`src/owcs_pkg.sv`:
```
// Behaviour
// - supervision acts only in direct drive or prescaler clock modes.
// - supervision on after reset; disable bit (config bit 4) turns it off.
// - supervision enabled keeps PLL free-running; counter advances per PLL cycle.
// - any rising or falling input clock transition clears the counter.
// - sixteen PLL cycles without a transition mean input clock failure.
// - on failure switch CPU clock to PLL and flag the interrupt request.
// - fallback holds despite returning clock until a hardware reset.
// - supervision disabled: CPU clock from oscillator input, PLL switched off.
// - other strap codes enable PLL, CPU clock is input times strap factor.
// - PLL resynchronises to input every F-th transition, smoothly.
// - three straps sampled in reset pick mode; factors 4,3,2,5,1.5,2.5.
// - strap code 011 gives direct drive from the input clock.
// - strap code 001 gives input clock divided by two.
package owcs_pkg;

  // ----------------------------------------------------------------
  // strap codes
  // ----------------------------------------------------------------
  localparam logic [2:0] STRAP_X4 = 3'h7;
  localparam logic [2:0] STRAP_X3 = 3'h6;
  localparam logic [2:0] STRAP_X2 = 3'h5;
  localparam logic [2:0] STRAP_X5 = 3'h4;
  localparam logic [2:0] STRAP_DIRECT = 3'h3;
  localparam logic [2:0] STRAP_X1P5 = 3'h2;
  localparam logic [2:0] STRAP_PRESCALE = 3'h1;
  localparam logic [2:0] STRAP_X2P5 = 3'h0;
  localparam logic [2:0] STRAP_DEFAULT = STRAP_X4;

  // ----------------------------------------------------------------
  // supervision and config fields
  // ----------------------------------------------------------------
  localparam int SUPERVISION_DISABLE_POS = 4;
  localparam int SUPERVISION_LIMIT = 16;
  localparam int SUP_CNT_W = 5;
  localparam int SYNC_STAGES = 2;

  // ----------------------------------------------------------------
  // factor encoding in halves (factor * 2)
  // ----------------------------------------------------------------
  localparam logic [3:0] HALF_X4 = 4'h8;
  localparam logic [3:0] HALF_X3 = 4'h6;
  localparam logic [3:0] HALF_X2 = 4'h4;
  localparam logic [3:0] HALF_X5 = 4'hA;
  localparam logic [3:0] HALF_X1 = 4'h2;
  localparam logic [3:0] HALF_X1P5 = 4'h3;
  localparam logic [3:0] HALF_X2P5 = 4'h5;

  typedef enum logic [1:0] {
    OWCS_SRC_DIRECT = 2'b00,
    OWCS_SRC_PRESCALE = 2'b01,
    OWCS_SRC_PLL = 2'b10,
    OWCS_SRC_FALLBACK = 2'b11
  } owcs_src_t;

  typedef struct packed {
    owcs_src_t cpu_clock_source;
    logic pll_enable;
    logic pll_free_running;
    logic [3:0] pll_factor_half;
    logic supervision_active;
  } owcs_status_t;

endpackage : owcs_pkg

```
`src/owcs_clock_select.sv`:
```
`timescale 1ns/10ps
`default_nettype none
module owcs_clock_select #(
  parameter int SUP_LIMIT = owcs_pkg::SUPERVISION_LIMIT
) (
  input wire logic clk_sys, // PLL-side clock, 50 MHz
  input wire logic rstn, // synchronous reset, active low
  input wire logic external_clock_input_pin, // oscillator input level
  input wire logic [2:0] clock_mode_strap_bits, // straps, held in reset
  input wire logic [7:0] system_config_register, // config byte
  input wire logic clock_fail_irq_clear, // software clear pulse
  output logic clock_fail_interrupt_request, // sticky failure flag
  output logic pll_resync, // resync pulse in PLL mode
  output owcs_pkg::owcs_status_t clock_status // selection state
);

  // ----------------------------------------------------------------
  // strap capture
  // ----------------------------------------------------------------
  logic [2:0] strap_reg;
  logic [2:0] strap_next;

  // straps only move while reset is held
  // straps sampled
  assign strap_next = rstn ? strap_reg : clock_mode_strap_bits;

  always_ff @(posedge clk_sys) begin
    strap_reg <= strap_next;
  end

  // ----------------------------------------------------------------
  // mode decode
  // ----------------------------------------------------------------
  // direct code
  wire mode_direct = (strap_reg == owcs_pkg::STRAP_DIRECT);
  wire mode_prescale = (strap_reg == owcs_pkg::STRAP_PRESCALE);
  wire mode_supervised = mode_direct | mode_prescale;
  wire sup_disabled =
    system_config_register[owcs_pkg::SUPERVISION_DISABLE_POS];
  wire sup_on = mode_supervised & ~sup_disabled;

  function automatic logic [3:0] factor_half(input logic [2:0] code);
    logic [3:0] f;
    f = owcs_pkg::HALF_X1;
    unique case (code)
      owcs_pkg::STRAP_X4: f = owcs_pkg::HALF_X4;
      owcs_pkg::STRAP_X3: f = owcs_pkg::HALF_X3;
      owcs_pkg::STRAP_X2: f = owcs_pkg::HALF_X2;
      owcs_pkg::STRAP_X5: f = owcs_pkg::HALF_X5;
      owcs_pkg::STRAP_X1P5: f = owcs_pkg::HALF_X1P5;
      owcs_pkg::STRAP_X2P5: f = owcs_pkg::HALF_X2P5;
      default: f = owcs_pkg::HALF_X1;
    endcase
    return f;
  endfunction : factor_half

  wire [3:0] factor_h = factor_half(strap_reg);

  // ----------------------------------------------------------------
  // input transition detect
  // ----------------------------------------------------------------
  localparam int SYNC_W = owcs_pkg::SYNC_STAGES;
  logic [SYNC_W-1:0] sync_reg;
  logic last_reg;

  // two-stage sync
  // first stage feeds only the second, it may be metastable
  always_ff @(posedge clk_sys) begin
    sync_reg <= {sync_reg[SYNC_W-2:0], external_clock_input_pin};
    last_reg <= sync_reg[SYNC_W-1];
  end

  wire xtal_edge = sync_reg[SYNC_W-1] ^ last_reg;

  // ----------------------------------------------------------------
  // supervision counter
  // ----------------------------------------------------------------
  logic [owcs_pkg::SUP_CNT_W-1:0] sup_cnt_reg;
  logic [owcs_pkg::SUP_CNT_W-1:0] sup_cnt_next;
  logic fallback_reg;
  logic fallback_next;

  localparam logic [owcs_pkg::SUP_CNT_W-1:0] SUP_LAST =
    owcs_pkg::SUP_CNT_W'(SUP_LIMIT - 1);
  localparam logic [owcs_pkg::SUP_CNT_W-1:0] SUP_ONE =
    owcs_pkg::SUP_CNT_W'(1);

  wire sup_at_last = (sup_cnt_reg == SUP_LAST);
  wire sup_overflow = sup_on & ~xtal_edge & sup_at_last;
  wire fail_event = sup_overflow & ~fallback_reg;

  // clear on edge
  // counter parked at zero once fallen back, no second failure
  wire sup_clear = ~sup_on | xtal_edge | fallback_reg;
  wire [owcs_pkg::SUP_CNT_W-1:0] sup_cnt_inc = sup_cnt_reg + SUP_ONE;
  assign sup_cnt_next = sup_clear ? '0 :
    (sup_overflow ? sup_cnt_reg : sup_cnt_inc);
  assign fallback_next = fallback_reg | sup_overflow;

  always_ff @(posedge clk_sys) begin
    if (!rstn) begin
      sup_cnt_reg <= '0;
    end else begin
      sup_cnt_reg <= sup_cnt_next;
    end
  end

  // only a hardware reset releases the fallback
  always_ff @(posedge clk_sys) begin
    if (!rstn) begin
      fallback_reg <= 1'b0;
    end else begin
      fallback_reg <= fallback_next;
    end
  end

  // ----------------------------------------------------------------
  // interrupt request flag
  // ----------------------------------------------------------------
  logic irq_reg;
  logic irq_next;

  // a clear in the failing cycle is lost
  // flag on failure
  assign irq_next = fail_event | (irq_reg & ~clock_fail_irq_clear);

  always_ff @(posedge clk_sys) begin
    if (!rstn) begin
      irq_reg <= 1'b0;
    end else begin
      irq_reg <= irq_next;
    end
  end

  assign clock_fail_interrupt_request = irq_reg;

  // ----------------------------------------------------------------
  // PLL resynchronisation
  // ----------------------------------------------------------------
  logic [3:0] edge_cnt_reg;
  logic [3:0] edge_cnt_next;
  logic resync_reg;

  // F-th transition: factor in halves for fractional F
  wire [3:0] resync_period = factor_h[0] ? factor_h : (factor_h >> 1);
  wire [3:0] resync_last = resync_period - 4'h1;
  wire pll_mode = ~mode_supervised;
  wire resync_hit = pll_mode & xtal_edge & (edge_cnt_reg == resync_last);
  wire [3:0] edge_cnt_inc = edge_cnt_reg + 4'h1;

  assign edge_cnt_next = (!pll_mode || resync_hit) ? 4'h0 :
    (xtal_edge ? edge_cnt_inc : edge_cnt_reg);

  always_ff @(posedge clk_sys) begin
    if (!rstn) begin
      edge_cnt_reg <= 4'h0;
    end else begin
      edge_cnt_reg <= edge_cnt_next;
    end
  end

  always_ff @(posedge clk_sys) begin
    if (!rstn) begin
      resync_reg <= 1'b0;
    end else begin
      resync_reg <= resync_hit;
    end
  end

  assign pll_resync = resync_reg;

  // ----------------------------------------------------------------
  // source selection
  // ----------------------------------------------------------------
  owcs_pkg::owcs_src_t src_sel;
  owcs_pkg::owcs_status_t status_reg;
  owcs_pkg::owcs_status_t status_next;

  assign src_sel = fallback_reg ? owcs_pkg::OWCS_SRC_FALLBACK :
    (mode_direct ? owcs_pkg::OWCS_SRC_DIRECT :
    (mode_prescale ? owcs_pkg::OWCS_SRC_PRESCALE :
    owcs_pkg::OWCS_SRC_PLL));

  wire pll_on = pll_mode | sup_on | fallback_reg;
  wire pll_free = mode_supervised & (sup_on | fallback_reg);
  wire [3:0] factor_out = pll_mode ? factor_h : owcs_pkg::HALF_X1;
  wire sup_watching = sup_on & ~fallback_reg;

  always_comb begin
    status_next.cpu_clock_source = src_sel;
    status_next.pll_enable = pll_on;
    status_next.pll_free_running = pll_free;
    status_next.pll_factor_half = factor_out;
    status_next.supervision_active = sup_watching;
  end

  // ----------------------------------------------------------------
  // status register
  // ----------------------------------------------------------------
  // all fields move on one edge, no mixed selection is seen
  always_ff @(posedge clk_sys) begin
    if (!rstn) begin
      status_reg <= '0;
    end else begin
      status_reg <= status_next;
    end
  end

  assign clock_status = status_reg;

endmodule : owcs_clock_select
`default_nettype wire

```
`config.mk`:
```
export PLATFORM = sky130hd
export DESIGN_NAME = owcs_clock_select
export DESIGN_NICKNAME = d
export VERILOG_FILES = /design/src/owcs_pkg.sv /design/src/owcs_clock_select.sv
export SDC_FILE = /design/constraint.sdc
export NUM_CORES = 1
export LEC_CHECK = 0
export BUFFER_PORTS_ARGS = -buffer_cell sky130_fd_sc_hd__buf_2
export CAP_MARGIN = 20
export CORE_MARGIN = 1
export CORE_UTILIZATION = 30
export DETAILED_ROUTE_END_ITERATION = 8
export PLACE_DENSITY = 0.55
export RECOVER_POWER = 100
export SYNTH_ARGS = -nofsm -noshare
export SYNTH_HDL_FRONTEND = slang
export SYNTH_SLANG_ARGS = --single-unit
```
`constraint.sdc`:
```
create_clock -name clk_sys -period 6.3 [get_ports clk_sys]
set_input_delay 0.63 -clock clk_sys [delete_from_list [all_inputs] [get_ports clk_sys]]
set_output_delay 0.63 -clock clk_sys [all_outputs]
set_load 0.02 [all_outputs]
```
* Yosys cells after proc, flatten, opt, wreduce, memory -nomap -nowiden
Index checks and enable logic that the tools add are counted.
** Word-level totals
- Bits in registers :: 27
- Output and inout bits :: 11
- Logic and storage cells :: 62
** Cells by class
- Add/sub/neg operators :: 3
- Eq/ne operators :: 9
- Mux-type cells :: 6
- Bitwise gates (word level) :: 25
- Reductions and logical operators :: 5
** Operators by type and width (number)
- 4-bit one-hot mux with 6 select lines :: 1
- 3-bit == test (second input constant) :: 4
- 1-bit AND :: 9
- 2-bit 2-to-1 mux :: 4
- 1-bit OR :: 8
- 1-bit NOT :: 7
- 3-bit by 2-bit == test with 1-bit output (second input constant) :: 2
- 2-bit OR reduction :: 3
- 5-bit by 1-bit adder with 5-bit output (second input constant) :: 1
- 5-bit by 4-bit == test with 1-bit output (second input constant) :: 1
- 4-bit by 1-bit adder with 4-bit output (second input constant) :: 1
- 4-bit == test :: 1
- 4-bit 2-to-1 mux :: 1
- 4-bit by 1-bit subtractor with 4-bit output (second input constant) :: 1
- 3-bit by 1-bit == test with 1-bit output (second input constant) :: 1
- 3-bit zero test :: 1
- 1-bit logical OR :: 1
- 1-bit XOR :: 1

* Longest topological paths before layout
- Depth after elaboration :: 8
- Mapped depth :: 8

* Worst setup path after synthesis
OpenSTA, ideal clock, no wires.
- Kind :: register -> register
- Start :: register strap_reg[0]
- End :: register edge_cnt_reg[1]
- Setup time :: 0.127 ns
- Arrival :: 1.849 ns
- Slack :: 4.324 ns
- Stages on the path, launching flop included :: 9
- Path buffers :: 1
- Path through :: edfxtp_1 > buf_6 > nand2_2 > mux2_2 > ha_1 > xnor2_1 > a2111o_1 > nor3_2 > o21ai_0
** Between the ends
- Word-level cells in the longest chain between the ends :: 8
** Ends and longest elaborated chain
- from (decl) :: line owcs_clock_select.sv:20 : logic [2:0] strap_reg;
- from (signal assigned) :: line owcs_clock_select.sv:28 : strap_reg <= strap_next;
- 3-bit by 2-bit == test with 1-bit output (tied with other cells) :: line owcs_clock_select.sv:45 : unique case (code)
- 4-bit one-hot mux with 6 select lines :: line owcs_clock_select.sv:45
- 4-bit 2-to-1 mux :: line owcs_clock_select.sv:145 : wire [3:0] resync_period = factor_h[0] ? factor_h : (factor_h >> 1);
- 4-bit by 1-bit subtractor with 4-bit output :: line owcs_clock_select.sv:146 : wire [3:0] resync_last = resync_period - 4'h1;
- 4-bit == test :: line owcs_clock_select.sv:148 : wire resync_hit = pll_mode & xtal_edge & (edge_cnt_reg == resync_last);
- 1-bit AND :: line owcs_clock_select.sv:148
- 1-bit logical OR * :: line owcs_clock_select.sv:151 : assign edge_cnt_next = (!pll_mode || resync_hit) ? 4'h0 :
- 2-bit OR reduction (no source line) *
- to (signal assigned) :: line owcs_clock_select.sv:158 : edge_cnt_reg <= edge_cnt_next;
- to (decl) :: line owcs_clock_select.sv:140 : logic [3:0] edge_cnt_reg;
Mark *: on every way between the ends. The rest lies on a longest branch, timed or not.
A chain may end at the register's enable or synchronous reset.

* Worst setup path in the final report
Same ends and word-level chain as after synthesis.

==> metrics.md <==
| Metric | Value |
|---|---|
| Fraction of final layout cells sized beyond drive strength 1 | 8.73% |
| Crit path time final | 2420 ps |
| Slew at the pin closest to its max-slew limit | ~510 ps |
| Total wirelength of the detailed-routed design | roughly 1900 um |
| Final period util | roughly two fifths |
| RSZ-0062 raised after global routing | false |
| Highest clock rate | 413 MHz |
| Slowest cell on the critical path | sky130_fd_sc_hd__edfxtp_1 |
| Total I/O pin count | 26 |
| Total of flip-flops plus latches after synthesis | 27 |
| Skew-Pair Late Insertion Delay | 320 ps |
| Mean area per synthesized cell | 10.0 um^2 |
| TritonCTS clock tree | done |
| Diodes inserted | 0 |
| Number of vias after detailed routing | around 800 |
| Wire length of the first global-routing pass | 3020 um |
| Global router's overall resource usage | roughly 11% |
| First DRT Iteration DRCs | 42 |
| Seq/Total Area, Yosys | 53.6% |
| Worst supply voltage drop on vdd | 0.130 mV |
| Antenna violations before repair | 0 |
| GP Congestion | about 0.84 |
| Reg clk slew, reported paths | 130 ps |
| Slew HR | 65.8% |
| CTS Buf Count | 3 |
| Status | finished, final reports clean |
| Post-CTS setup buffer count | 0 |
| Leakage | about 0.48 nW |
| Kind of start point of the critical path | register |
| Max Buffers Root-to-Sink | 2 |
| Max-cap violations | 0 |
| Post-route core utilization | between 30% and 40% |
| Die width | 61.6 um |
| Net count, final | 146 |
| Overall overflow remaining after global route | 0 |
| Family with the most delay on the worst path | flip-flops |
| Critical-path cell list | nand2_1 > mux2_2 > ha_1 > xnor2_1 > a2111o_1 > nor3_1 > o21ai_0 |
| Worst endpoint required time | 6500 ps |
| Flip-flop count of the largest register after layout | 9 |
| Via count of the first global-routing pass | 693 |
| Buffers and inverters on the worst path | 0 |
| Final count of pins violating max slew | 0 |
| Post-DR wirelength/cell | about 11 um |
| Aggregate negative setup slack | 0 ps |
| Layout Skew | 3.29 ps |
| Nets in the synthesized netlist | between 100 and 150 |
| Via-to-Cell Ratio | 4.64 |
| Number of nets with antenna violations after detailed routing | 0 |
| Starting density of the core | 31.7% |
| Post-DP HPWL | 1400 um |
| Worst EP arrival | 2620 ps |
| Drt drc | 0 |
| Input/output buffers | 18 |
| Critical path class | reg2reg |
| PwrDens | 248 nW/um^2 |
| Finish-stage setup viols | 0 |
| Post-synthesis cell type count | 33 |
| Crit. End Element | register |
| Final Hold Violating Endpoints | 0 |
| Synthesized instance count | 106 |
| Layout area overhead | 12.7% |
| Cts-stage hold buffer count | 0 |
| DRT Pass-1 Iters | 4 |
| Synthesis warning total | 0 |
| Pin count of the biggest net entering global routing | 15 |
| Worst hold path class | reg2reg |
| CP max stage delay | 560 ps |
| Number of instances resized during post-cts repair | 0 |
| Clk sink count | 27 |
| Master cell of the clock root buffer | sky130_fd_sc_hd__clkbuf_4 |
| H-tree levels | 1 |
| Core box area | 3360 um^2 |
| Critical-path maximum fanout | 10 |
| Count of standard-cell rows | 21 |
| Total Die Area | 3790 um^2 |
| Die height | 61.6 um |
| Cell area after synthesis | about 1100 um^2 |
-- through the flow --
| step | power (mW) | setup slack, ps | cells | hold slack [ps] | cell area, um^2 |
|---|---|---|---|---|---|
| 3_5_place_dp | 0.232 | 4050 | 168 | 315 | 1200 |
| 2_1_floorplan | 0.221 | 4320 | 106 | 310 | 1060 |
| 5_1_grt | 0.316 | 3680 | 172 | 356 | 1200 |
| 3_3_place_gp | 0.231 | 4070 | 168 | 315 | 1200 |
| 4_1_cts | 0.306 | 4010 | 172 | 346 | 1220 |
| 6_report | 0.297 | 3880 | 172 | 342 | 1200 |
-- path summary, 6_finish.rpt --
kind,startpoint,endpoint,slack (ps),cells past startpoint
setup / recovery,strap_reg[0],edge_cnt_reg[1],3880,7
hold / removal,sync_reg[0],sync_reg[1],340,0
setup reg to reg,strap_reg[0],edge_cnt_reg[1],3880,7
hold reg to reg,sync_reg[0],sync_reg[1],340,0
-- cells in the final DEF (no fill, tap or decap), drive strengths merged --
cell type	synthesis	layout
o211ai	1	1
edfxtp	3	3
xnor2	4	4
inv	4	4
nand3	6	6
o21ai	2	2
dfxtp	24	24
or3	1	1
and2	1	1
a2111o	1	1
xor2	4	4
o31ai	1	1
or2	1	1
nand4bb	1	1
nor3	7	7
nand4	2	2
nor2	14	14
o21a	1	1
ha	4	4
mux2	1	1
buf	2	6
and3	4	4
mux2i	1	1
a21oi	3	3
nor2b	3	3
a211oi	1	1
nand2b	2	2
clkbuf	0	16
nor4	2	2
nand2	5	5
-- cell type report --
type	count	area, um^2
flip-flops and latches	27	571
well taps	46	57.6
inverters	4	15.0
repair buffers	18	75.1
multi-input cells	73	455
clock buffers	4	26.3
fillers	388	2160
-- metal layers --
layer	part of all wire (%)	routed length [um]	GRT usage, %	up-vias
met2	47	868	19.2	15
met1	46	853	12.5	367
met3	5.8	108	5.25	4
met5	0	0	0	-
met4	1.6	29	3.81	0
li1	-	-	-	412
-- cells in the mapped netlist --
library cell / instances / area share [%]
sky130_fd_sc_hd__buf_6: 1 / 1.1
sky130_fd_sc_hd__mux2i_1: 1 / 0.94
sky130_fd_sc_hd__a21oi_1: 3 / 1.4
sky130_fd_sc_hd__nor4_1: 2 / 1.2
sky130_fd_sc_hd__buf_2: 1 / 0.47
sky130_fd_sc_hd__nor3_2: 1 / 0.94
sky130_fd_sc_hd__o211ai_1: 1 / 0.71
sky130_fd_sc_hd__nand2_1: 4 / 1.4
sky130_fd_sc_hd__nand2b_1: 2 / 1.2
sky130_fd_sc_hd__inv_1: 3 / 1.1
sky130_fd_sc_hd__a211oi_1: 1 / 0.71
sky130_fd_sc_hd__dfxtp_1: 24 / 45
sky130_fd_sc_hd__o31ai_1: 1 / 0.71
sky130_fd_sc_hd__nand4_1: 2 / 1.2
sky130_fd_sc_hd__nand3_1: 6 / 2.8
sky130_fd_sc_hd__or2_2: 1 / 0.59
sky130_fd_sc_hd__nor2b_1: 3 / 1.8
sky130_fd_sc_hd__a2111o_1: 1 / 1.1
sky130_fd_sc_hd__inv_2: 1 / 0.35
sky130_fd_sc_hd__nand2_2: 1 / 0.59
sky130_fd_sc_hd__mux2_2: 1 / 1.1
sky130_fd_sc_hd__edfxtp_1: 3 / 8.5
sky130_fd_sc_hd__nor3_1: 6 / 2.8
sky130_fd_sc_hd__xnor2_1: 4 / 3.3
sky130_fd_sc_hd__o21ai_0: 2 / 0.94
sky130_fd_sc_hd__and2_1: 1 / 0.59
sky130_fd_sc_hd__xor2_1: 4 / 3.3
sky130_fd_sc_hd__and3_1: 4 / 2.3
sky130_fd_sc_hd__nor2_1: 14 / 4.9
sky130_fd_sc_hd__o21a_1: 1 / 0.71
sky130_fd_sc_hd__or3_1: 1 / 0.59
sky130_fd_sc_hd__nand4bb_1: 1 / 1.1
sky130_fd_sc_hd__ha_1: 4 / 4.7
-- where the power goes --
| group | total [mW] | leakage, nW | internal, mW | switching, mW |
|---|---|---|---|---|
| Clock | 0.0715 | 0.0150 | 0.0248 | 0.0467 |
| Sequential | 0.189 | 0.226 | 0.182 | 0.00702 |
| Combinational | 0.0365 | 0.239 | 0.0146 | 0.0219 |
-- cell families (layout without fill, tap and decap cells) --
logic type                 Yosys count  in the layout  synth area share, %
and+or+nand+nor                     49             49                 24.0
buffers and inverters                6             26                 2.94
DFF                                 27             27                 53.6
xor gates and xnor gates             8              8                 6.58
AOI/OAI and AO/OA                   10             10                 6.23
muxes                                2              2                 2.00
adders and majority gates            4              4                 4.70
No activity file was read; power rests on OpenSTA's default activity.
